<file path="src/hdl/pdtb_defines.vh">
`ifndef PDTB_DEFINES_VH
`define PDTB_DEFINES_VH

// Bus commands as seen on the command/byte-enable lines
`define PDTB_CMD_MRD     4'h6
`define PDTB_CMD_MWR     4'h7
`define PDTB_CMD_CRD     4'hA
`define PDTB_CMD_CWR     4'hB

// Configuration dword indexes
`define PDTB_CFG_ID      6'h00
`define PDTB_CFG_CMDST   6'h01
`define PDTB_CFG_CLASS   6'h02
`define PDTB_CFG_BAR0    6'h04
`define PDTB_CFG_INT     6'h0F

// Command and status field positions
`define PDTB_CMD_MEM_BIT  1
`define PDTB_CMD_PERR_BIT 6
`define PDTB_ST_DEVSEL    9
`define PDTB_ST_STA       11
`define PDTB_ST_DPE       15
`define PDTB_DEVSEL_MED   2'h1
`define PDTB_INT_PIN      8'h01

// Memory window: 4K bytes, dword offsets
`define PDTB_WIN_BITS    12
`define PDTB_OFF_W       10

// Bridge-local interrupt register
`define PDTB_INTREG_OFF  10'h000
`define PDTB_INTEN_BIT   0
`define PDTB_SRST_BIT    1

// Internal transfer time
`define PDTB_XFER_NS     1000
`define PDTB_CLK_NS      100
`define PDTB_TMR_W       4

`endif

</file>
<file path="src/hdl/pdtb_parity.v">
`timescale 1ns/1ps

module pdtb_parity (
  // Clock and reset
  input  wire        clk,
  input  wire        rst_b,
  // Bus lines
  input  wire [31:0] ad_in,
  input  wire [3:0]  cbe_n,
  input  wire        par_in,
  input  wire [31:0] ad_out,
  input  wire        ad_oe,
  // Check request and results
  input  wire        chk,
  output reg         par_out,
  output reg         par_oe,
  output reg         perr
);

  reg calc;
  reg chk_d;

  // Parity lags its data phase by one clock
  always @(posedge clk or negedge rst_b) begin
    if (!rst_b) begin
      calc    <= 1'b0;
      chk_d   <= 1'b0;
      perr    <= 1'b0;
      par_out <= 1'b0;
      par_oe  <= 1'b0;
    end else begin
      calc    <= ^{ad_in, cbe_n};
      chk_d   <= chk;
      perr    <= chk_d & (calc != par_in);
      par_out <= ^{ad_out, cbe_n};
      par_oe  <= ad_oe;
    end
  end

endmodule // pdtb_parity

</file>
<file path="src/hdl/pdtb_xfer_timer.v">
`timescale 1ns/1ps

module pdtb_xfer_timer #(
  parameter          CW     = 4,
  parameter [CW-1:0] CYCLES = 4'hA
) (
  // Clock and reset
  input  wire clk,
  input  wire rst_b,
  // Control
  input  wire start,
  output reg  busy,
  output reg  done
);

  reg [CW-1:0] count;

  always @(posedge clk or negedge rst_b) begin
    if (!rst_b) begin
      count <= {CW{1'b0}};
      busy  <= 1'b0;
      done  <= 1'b0;
    end else begin
      done <= 1'b0;
      if (start && !busy) begin
        busy  <= 1'b1;
        count <= CYCLES - 1'b1;
      end else if (busy) begin
        if (count == {CW{1'b0}}) begin
          busy <= 1'b0;
          done <= 1'b1;
        end else begin
          count <= count - 1'b1;
        end
      end
    end
  end

endmodule // pdtb_xfer_timer

</file>
<file path="src/hdl/pdtb_target.v">
`timescale 1ns/1ps
`include "pdtb_defines.vh"

// Function
// - Claim only config and memory read/write
// - Check parity on our write data phases, flag errors
// - One memory BAR claiming a 4K window
// - End with target abort, retry, disconnect, completion
// - Interrupts only through INTA#
// - First memory read retried; initiator repeats it
// - Retry repeated read while fetch in progress
// - Idle write accepted at once, posted afterwards
// - Write retried while previous write still pending
// - Posted write pending for whole 1000ns
// - Interrupt register and soft reset live here
// - Offset zero bit 0 gates INTA# drive
// - INTA# held while interrupt cause persists
// - Soft reset leaves interrupt enable bit alone
module pdtb_target #(
  parameter [15:0] VENDOR_ID = 16'h5A5A, // Arbitrary value
  parameter [15:0] DEVICE_ID = 16'hA5A5, // Arbitrary value
  parameter [31:0] CLASS_REV = 32'hFF00_0000
) (
  // Clock and reset
  input  wire        clk,
  input  wire        rst_b,
  // Bus inputs
  input  wire        frame_n,
  input  wire        irdy_n,
  input  wire        idsel,
  input  wire [31:0] ad_in,
  input  wire [3:0]  cbe_n,
  input  wire        par_in,
  // Bus outputs
  output reg  [31:0] ad_out,
  output reg         ad_oe,
  output wire        par_out,
  output wire        par_oe,
  output reg         devsel_n_out,
  output reg         trdy_n_out,
  output reg         stop_n_out,
  output reg         tgt_oe,
  output wire        perr_n_out,
  output wire        perr_n_oe,
  output wire        inta_n_out,
  output reg         inta_n_oe,
  // I/O core side
  output reg  [9:0]  core_addr,
  output reg  [31:0] core_wdata,
  output reg  [3:0]  core_be,
  output reg         core_wr,
  output reg         core_rd,
  input  wire [31:0] core_rdata,
  input  wire        core_irq,
  output reg         core_srst
);

  localparam [2:0] S_IDLE = 3'h0;
  localparam [2:0] S_DEC  = 3'h1;
  localparam [2:0] S_XFER = 3'h2;
  localparam [2:0] S_STOP = 3'h3;
  localparam [2:0] S_TURN = 3'h4;
  localparam [2:0] S_BUSY = 3'h5;
  localparam [2:0] S_ABT  = 3'h6;

  // Least time rounded up to whole clocks
  localparam integer XFER_CYC =
    (`PDTB_XFER_NS + `PDTB_CLK_NS - 1) / `PDTB_CLK_NS;

  function [31:0] be_merge;
    input [31:0] old_v;
    input [31:0] new_v;
    input [3:0]  be_n;
    integer i;
    begin
      for (i = 0; i < 4; i = i + 1) begin
        be_merge[i*8 +: 8] = be_n[i] ? old_v[i*8 +: 8] : new_v[i*8 +: 8];
      end
    end
  endfunction

  reg  [2:0]  state;
  reg  [31:0] addr;
  reg  [3:0]  cmd;
  reg         is_cfg;
  reg         tabort;
  reg         mem_en;
  reg         perr_resp;
  reg         det_perr;
  reg         sig_tabort;
  reg  [31:`PDTB_WIN_BITS] bar;
  reg  [7:0]  int_line;
  reg         int_en;
  reg         op_wr;
  reg         rd_ready;
  reg  [`PDTB_OFF_W-1:0] rd_addr;
  reg  [31:0] rd_data;
  reg         tmr_start;
  reg  [31:0] cfg_rdata;
  reg  [31:0] bar_new;
  wire        tmr_busy;
  wire        tmr_done;
  wire        perr;
  wire [15:0] cmd_word;
  wire [15:0] st_word;
  wire [`PDTB_OFF_W-1:0] off;
  wire        local_off;
  wire        pend;
  wire        cfg_hit;
  wire        mem_hit;
  wire        chk;

  assign off       = addr[`PDTB_WIN_BITS-1:2];
  assign local_off = (off == `PDTB_INTREG_OFF);
  // Start, busy and done together close every gap in the pending window
  assign pend      = tmr_start | tmr_busy | tmr_done;
  assign cfg_hit   = idsel && ad_in[1:0] == 2'b00 &&
                     (cbe_n == `PDTB_CMD_CRD || cbe_n == `PDTB_CMD_CWR);
  assign mem_hit   = mem_en && ad_in[31:`PDTB_WIN_BITS] == bar &&
                     (cbe_n == `PDTB_CMD_MRD || cbe_n == `PDTB_CMD_MWR);
  assign chk       = state == S_XFER && !irdy_n && cmd[0];
  assign perr_n_out = 1'b0;
  assign perr_n_oe  = perr & perr_resp;
  assign inta_n_out = 1'b0;

  assign cmd_word = ({15'h0000, mem_en} << `PDTB_CMD_MEM_BIT) |
                    ({15'h0000, perr_resp} << `PDTB_CMD_PERR_BIT);
  assign st_word  = ({15'h0000, det_perr} << `PDTB_ST_DPE) |
                    ({15'h0000, sig_tabort} << `PDTB_ST_STA) |
                    ({14'h0000, `PDTB_DEVSEL_MED} << `PDTB_ST_DEVSEL);

  always @* begin
    cfg_rdata = 32'h0000_0000;
    case (addr[7:2])
      `PDTB_CFG_ID:    cfg_rdata = {DEVICE_ID, VENDOR_ID};
      `PDTB_CFG_CMDST: cfg_rdata = {st_word, cmd_word};
      `PDTB_CFG_CLASS: cfg_rdata = CLASS_REV;
      `PDTB_CFG_BAR0:  cfg_rdata = {bar, {`PDTB_WIN_BITS{1'b0}}};
      `PDTB_CFG_INT:   cfg_rdata = {16'h0000, `PDTB_INT_PIN, int_line};
      default:         cfg_rdata = 32'h0000_0000;
    endcase
    bar_new = be_merge({bar, {`PDTB_WIN_BITS{1'b0}}}, ad_in, cbe_n);
  end

  always @(posedge clk or negedge rst_b) begin
    if (!rst_b) begin
      state        <= S_IDLE;
      addr         <= 32'h0000_0000;
      cmd          <= 4'h0;
      is_cfg       <= 1'b0;
      tabort       <= 1'b0;
      mem_en       <= 1'b0;
      perr_resp    <= 1'b0;
      det_perr     <= 1'b0;
      sig_tabort   <= 1'b0;
      bar          <= {(32-`PDTB_WIN_BITS){1'b0}};
      int_line     <= 8'h00;
      int_en       <= 1'b0;
      op_wr        <= 1'b0;
      rd_ready     <= 1'b0;
      rd_addr      <= {`PDTB_OFF_W{1'b0}};
      rd_data      <= 32'h0000_0000;
      tmr_start    <= 1'b0;
      ad_out       <= 32'h0000_0000;
      ad_oe        <= 1'b0;
      devsel_n_out <= 1'b1;
      trdy_n_out   <= 1'b1;
      stop_n_out   <= 1'b1;
      tgt_oe       <= 1'b0;
      inta_n_oe    <= 1'b0;
      core_addr    <= {`PDTB_OFF_W{1'b0}};
      core_wdata   <= 32'h0000_0000;
      core_be      <= 4'h0;
      core_wr      <= 1'b0;
      core_rd      <= 1'b0;
      core_srst    <= 1'b0;
    end else begin
      tmr_start <= 1'b0;
      core_wr   <= 1'b0;
      core_rd   <= 1'b0;
      core_srst <= 1'b0;
      // Follows the core's cause level, so it holds until cleared
      inta_n_oe <= int_en & core_irq;
      if (tmr_done && !op_wr) begin
        rd_ready <= 1'b1;
        rd_data  <= (core_addr == `PDTB_INTREG_OFF) ?
                    ({31'h0, int_en} << `PDTB_INTEN_BIT) : core_rdata;
      end
      case (state)
        S_IDLE: begin
          if (!frame_n) begin
            addr   <= ad_in;
            cmd    <= cbe_n;
            is_cfg <= cfg_hit;
            // Only linear burst order is supported in memory space
            tabort <= mem_hit && !cfg_hit && ad_in[1:0] != 2'b00;
            state  <= (cfg_hit || mem_hit) ? S_DEC : S_BUSY;
          end
        end
        S_DEC: begin
          tgt_oe       <= 1'b1;
          devsel_n_out <= 1'b0;
          // Stop rides with data so bursts disconnect after one dword
          if (tabort) begin
            state <= S_ABT;
          end else if (is_cfg) begin
            trdy_n_out <= 1'b0;
            stop_n_out <= 1'b0;
            ad_out     <= cfg_rdata;
            ad_oe      <= !cmd[0];
            state      <= S_XFER;
          end else if (pend) begin
            stop_n_out <= 1'b0;
            state      <= S_STOP;
          end else if (cmd[0]) begin
            trdy_n_out <= 1'b0;
            stop_n_out <= 1'b0;
            state      <= S_XFER;
          end else if (rd_ready && rd_addr == off) begin
            trdy_n_out <= 1'b0;
            stop_n_out <= 1'b0;
            ad_out     <= rd_data;
            ad_oe      <= 1'b1;
            state      <= S_XFER;
          end else begin
            rd_ready   <= 1'b0;
            rd_addr    <= off;
            core_addr  <= off;
            core_rd    <= !local_off;
            op_wr      <= 1'b0;
            tmr_start  <= 1'b1;
            stop_n_out <= 1'b0;
            state      <= S_STOP;
          end
        end
        S_ABT: begin
          devsel_n_out <= 1'b1;
          stop_n_out   <= 1'b0;
          sig_tabort   <= 1'b1;
          state        <= S_STOP;
        end
        S_XFER: begin
          if (!irdy_n) begin
            trdy_n_out <= 1'b1;
            ad_oe      <= 1'b0;
            if (is_cfg && cmd[0]) begin
              case (addr[7:2])
                `PDTB_CFG_CMDST: begin
                  if (!cbe_n[0]) begin
                    mem_en    <= ad_in[`PDTB_CMD_MEM_BIT];
                    perr_resp <= ad_in[`PDTB_CMD_PERR_BIT];
                  end
                  if (!cbe_n[3] && ad_in[16 + `PDTB_ST_DPE])
                    det_perr <= 1'b0;
                  if (!cbe_n[3] && ad_in[16 + `PDTB_ST_STA])
                    sig_tabort <= 1'b0;
                end
                `PDTB_CFG_BAR0: bar <= bar_new[31:`PDTB_WIN_BITS];
                `PDTB_CFG_INT: if (!cbe_n[0]) int_line <= ad_in[7:0];
                default: ;
              endcase
            end else if (cmd[0]) begin
              // Posted; stale read data is dropped so reads see the write
              core_addr  <= off;
              core_wdata <= ad_in;
              core_be    <= ~cbe_n;
              core_wr    <= !local_off;
              op_wr      <= 1'b1;
              tmr_start  <= 1'b1;
              rd_ready   <= 1'b0;
              if (local_off && !cbe_n[0]) begin
                int_en    <= ad_in[`PDTB_INTEN_BIT];
                core_srst <= ad_in[`PDTB_SRST_BIT];
              end
            end else if (!is_cfg) begin
              rd_ready <= 1'b0;
            end
            if (frame_n) begin
              stop_n_out   <= 1'b1;
              devsel_n_out <= 1'b1;
              state        <= S_TURN;
            end else begin
              state <= S_STOP;
            end
          end
        end
        S_STOP: begin
          if (frame_n) begin
            stop_n_out   <= 1'b1;
            devsel_n_out <= 1'b1;
            state        <= S_TURN;
          end
        end
        S_TURN: begin
          tgt_oe <= 1'b0;
          state  <= S_IDLE;
        end
        S_BUSY: begin
          if (frame_n && irdy_n)
            state <= S_IDLE;
        end
        default: state <= S_IDLE;
      endcase
      if (perr)
        det_perr <= 1'b1;
    end
  end

  pdtb_parity u_parity (
    .clk     (clk),
    .rst_b   (rst_b),
    .ad_in   (ad_in),
    .cbe_n   (cbe_n),
    .par_in  (par_in),
    .ad_out  (ad_out),
    .ad_oe   (ad_oe),
    .chk     (chk),
    .par_out (par_out),
    .par_oe  (par_oe),
    .perr    (perr)
  );

  pdtb_xfer_timer #(
    .CW     (`PDTB_TMR_W),
    .CYCLES (XFER_CYC[`PDTB_TMR_W-1:0])
  ) u_timer (
    .clk   (clk),
    .rst_b (rst_b),
    .start (tmr_start),
    .busy  (tmr_busy),
    .done  (tmr_done)
  );

endmodule // pdtb_target

</file>
<file path="config.mk">
export PLATFORM = sky130hd
export DESIGN_NAME = pdtb_target
export DESIGN_NICKNAME = d
export VERILOG_FILES = /design/src/hdl/pdtb_parity.v /design/src/hdl/pdtb_xfer_timer.v /design/src/hdl/pdtb_target.v
export VERILOG_INCLUDE_DIRS = /design/src /design/src/hdl
export SDC_FILE = /design/constraint.sdc
export NUM_CORES = 1
export LEC_CHECK = 0
export BUFFER_PORTS_ARGS = -buffer_cell sky130_fd_sc_hd__buf_2
export CAP_MARGIN = 10
export CORE_MARGIN = 1
export CORE_UTILIZATION = 45
export DETAILED_ROUTE_END_ITERATION = 7
export PLACE_DENSITY = 0.67
export SYNTH_ARGS = -nofsm -noshare
export SYNTH_HDL_FRONTEND = slang
export SYNTH_SLANG_ARGS = --single-unit
</file>
<file path="constraint.sdc">
create_clock -name clk -period 2.6 [get_ports clk]
set_input_delay 0.52 -clock clk [delete_from_list [all_inputs] [get_ports clk]]
set_output_delay 0.52 -clock clk [all_outputs]
set_load 0.05 [all_outputs]
</file>
==> impl_metrics.toml <==
[run_status]
outcome = "complete, no violations"

[clocking]
cts_resized = 0
insertion_delay_ns = 0.43
cts_tree = "built"
clk_path_buf_depth = 2
h-tree-depth = 4
clock-sinks = 192
numCtsBuffers = 17
cts_hold_buffers = 0
post_cts_buffers = 0
clk_pin_slew_worst_paths_ns = 0.07
cts_root_buf = "clkbuf_16"

[grt]
grt_pass1_wl_microns = 36200
use_met2 = 0.341
use_met3 = 0.0362
gr-max-usage-layer = "met1"
grt_start_max_net_pins = 70
antenna_found_initial = 0
grt_use_total = 0.233
gr-total-overflow = 0
use_met1 = 0.354
grt_pass1_vias = 6459

[finish]
final_cell_mix = "188 x dfrtp_1, 163 x buf_2, 107 x mux2_2, 100 x nand2_1, 74 x xnor2_1"
syn2layout_area_growth_pct = 20.9
num-nets-final = 1074
drive_above_1_share = 0.354
antenna_cells = 0
utilization = 0.562
final_common_cell = "dfrtp_1"
postLayoutCellArea_sq_um = 11100

[pwr]
p_leak_nw = 5.32
power_mw = 14.6
powerDensity_nw_per_um2 = 1320
ir_drop_v = 0.000660

[sta]
tns_ns = 0
setup_viol = 0
rsz0062_at_grt = "no"
final.min_clock_period_ns = 2.36
min_period_over_period = 0.906
fmax_mhz = 424
relSlewSlack = 0.405
max_slew.worst_pin.slew_ns = 0.893
drv_slew = 0
hold_viol_final = 0
finClkSkew_ns = 0.00899

[critical_path]
slowest_delay_ns = 0.56
crit_path_start_kind = "flop"
crit_chain = "xnor2_1 > nand4_1 > nor4_1 > a21oi_1 > nor2_2 > buf_12 > mux2_2"
path_class = "reg -> reg"
cp.arrival_ns = 2.67
crit_required_ns = 2.91
critPathSlowestCell = "dfrtp_1"
rr_worst_depth = 7
crit_path_end_kind = "flop"
r2r_slack_ns = 0.24
r2r_end = "ad_out[8]$_DFFE_PN0P_"
crit_fanout = 31
cp-startpoint = "addr[5]$_DFFE_PN0P_"
r2r_start = "addr[5]$_DFFE_PN0P_"

[synthesis]
netlist_area_sq_um = 9160
synth_area_leaders = "dfrtp_1 52%, mux2_2 13%, xnor2_1 7.1%"
ys_ff_latch = 192
netlist.area_leader.share = 0.516
synth-edff-count = 0
yosys.area.top_type = "dfrtp_1"
async_reset_ff_frac = 1.00
yosys.cell_types.count = 54
synthCells = 823
yosys_warnings = 0
yosysSeqAreaShare = 0.525
synth_top_flop_cell = "dfrtp_1"
syn_avg_cell_area_sq_um = 11.1

[min_path]
min_path_type = "in -> async"

[die]
die_h_microns = 145
core-area_sq_um = 19700
die_w_microns = 145
initial_utilization = 0.465
dieArea_sq_um = 20900
core.rowCount = 51
pin_count = 167

[detailed_routing]
drc = 0
routed_wl_microns = 22900
antenna_left = 0
first_pass_iters = 4
wl_per_cell_microns = 18.0
drt-vias-per-instance = 5.25
drt_iter0_markers = 462
routed-via-count = 6666

[placed_design]
io_buffers = 164
place_area_sq_um = 10400
gp_congestion = 0.851
dp_hpwl_microns = 16900

[job]
cap_violations = 0
==> final cells by class <==
| class | instances | area (sq um) |
|---|---|---|
| clock buffers | 21 | 470 |
| clock inverters | 11 | 176 |
| fillers | 1705 | 8650 |
| inverters | 31 | 116 |
| multi-input cells | 557 | 4070 |
| flip-flops and latches | 192 | 4810 |
| well taps | 265 | 332 |
| repair buffers | 193 | 1100 |
==> layer usage <==
metal / wire [microns] / vias up
met5: 0 / -
met4: 263 / 0
met3: 1130 / 16
met2: 10300 / 190
met1: 11200 / 3281
li1: - / 3179
==> critical path: cells and delay by family (launching register included) <==
family / cells / cell delay (ns)
mux: 1 / 0.36
simple gates: 3 / 0.71
buf+inv: 1 / 0.21
xor+xnor: 1 / 0.17
compound gates: 1 / 0.19
flops: 1 / 0.56
==> state kept, by name, summed over array words and instances, names as in the netlist, 3 cells and up <==
| register | flops |
|---|---|
| ad_out | 32 |
| addr | 10 |
| bar | 20 |
| core_addr | 10 |
| core_be | 4 |
| core_wdata | 32 |
| int_line | 8 |
| rd_addr | 10 |
| rd_data | 32 |
| state | 3 |
| u_timer.count | 4 |
==> cell usage after synthesis (3+ instances only) <==
cell,n
buf_2,9
nor3_1,5
and2_1,5
or4_1,3
nor2b_1,4
or3_1,3
ha_1,7
a22o_1,3
nor3b_1,3
xnor2_1,74
nand2_1,100
o21ai_0,43
nand3_1,15
buf_1,3
dfstp_2,3
nand4_1,7
xor2_1,22
nand2b_1,4
clkbuf_1,29
a221oi_1,7
dfrtp_1,189
o22ai_1,22
inv_1,31
a21oi_1,31
mux2_2,107
mux2_4,9
nor4_1,9
nor2_1,39
o41ai_1,4
==> cells by family (layout without fill, tap and decap cells) <==
| family | Yosys count | count (layout) | share of synthesized area |
|---|---|---|---|
| AOI/OAI and AO/OA | 127 | 127 | 0.0846 |
| xor gates and xnor gates | 96 | 96 | 0.0918 |
| adders and majority gates | 7 | 7 | 0.00956 |
| buffers and inverters | 75 | 256 | 0.0336 |
| DFF | 192 | 192 | 0.525 |
| muxes | 118 | 118 | 0.148 |
| other | 1 | 2 | 0.000409 |
| and+or+nand+nor | 207 | 207 | 0.107 |
==> power breakdown <==
part / switching, mW / total, mW / internal (mW) / leakage [nW]
clock: 1.15 / 2.85 / 1.70 / 0.315
sequential: 0.867 / 4.98 / 4.11 / 2.46
combinational: 4.30 / 6.82 / 2.52 / 2.55
total: 6.31 / 14.6 / 8.33 / 5.32
==> stage by stage <==
stage / worst slack, ns / hold slack (ns) / cells
detailed placement: 0.286 / 0.435 / 1238
floorplan: 0.384 / 0.224 / 824
global placement: 0.351 / 0.427 / 1238
finish: 0.244 / 0.0928 / 1270
CTS: 0.261 / 0.102 / 1270
global route: 0.0557 / 0.136 / 1270
==> worst max path at each step <==
| stage | endpoint | slack (ns) | cells after the start |
|---|---|---|---|
| after floorplan | rd_data[10]$_DFFE_PN0P_ | 0.38 | 4 |
| after global placement | ad_out[15]$_DFFE_PN0P_ | 0.35 | 7 |
| after detailed placement | ad_out[1]$_DFFE_PN0P_ | 0.29 | 7 |
| after CTS | ad_out[1]$_DFFE_PN0P_ | 0.26 | 7 |
| after global routing | ad_out[8]$_DFFE_PN0P_ | 0.06 | 7 |
| final | ad_out[8]$_DFFE_PN0P_ | 0.24 | 7 |
Note: power is estimated with default switching activity, not from simulation.
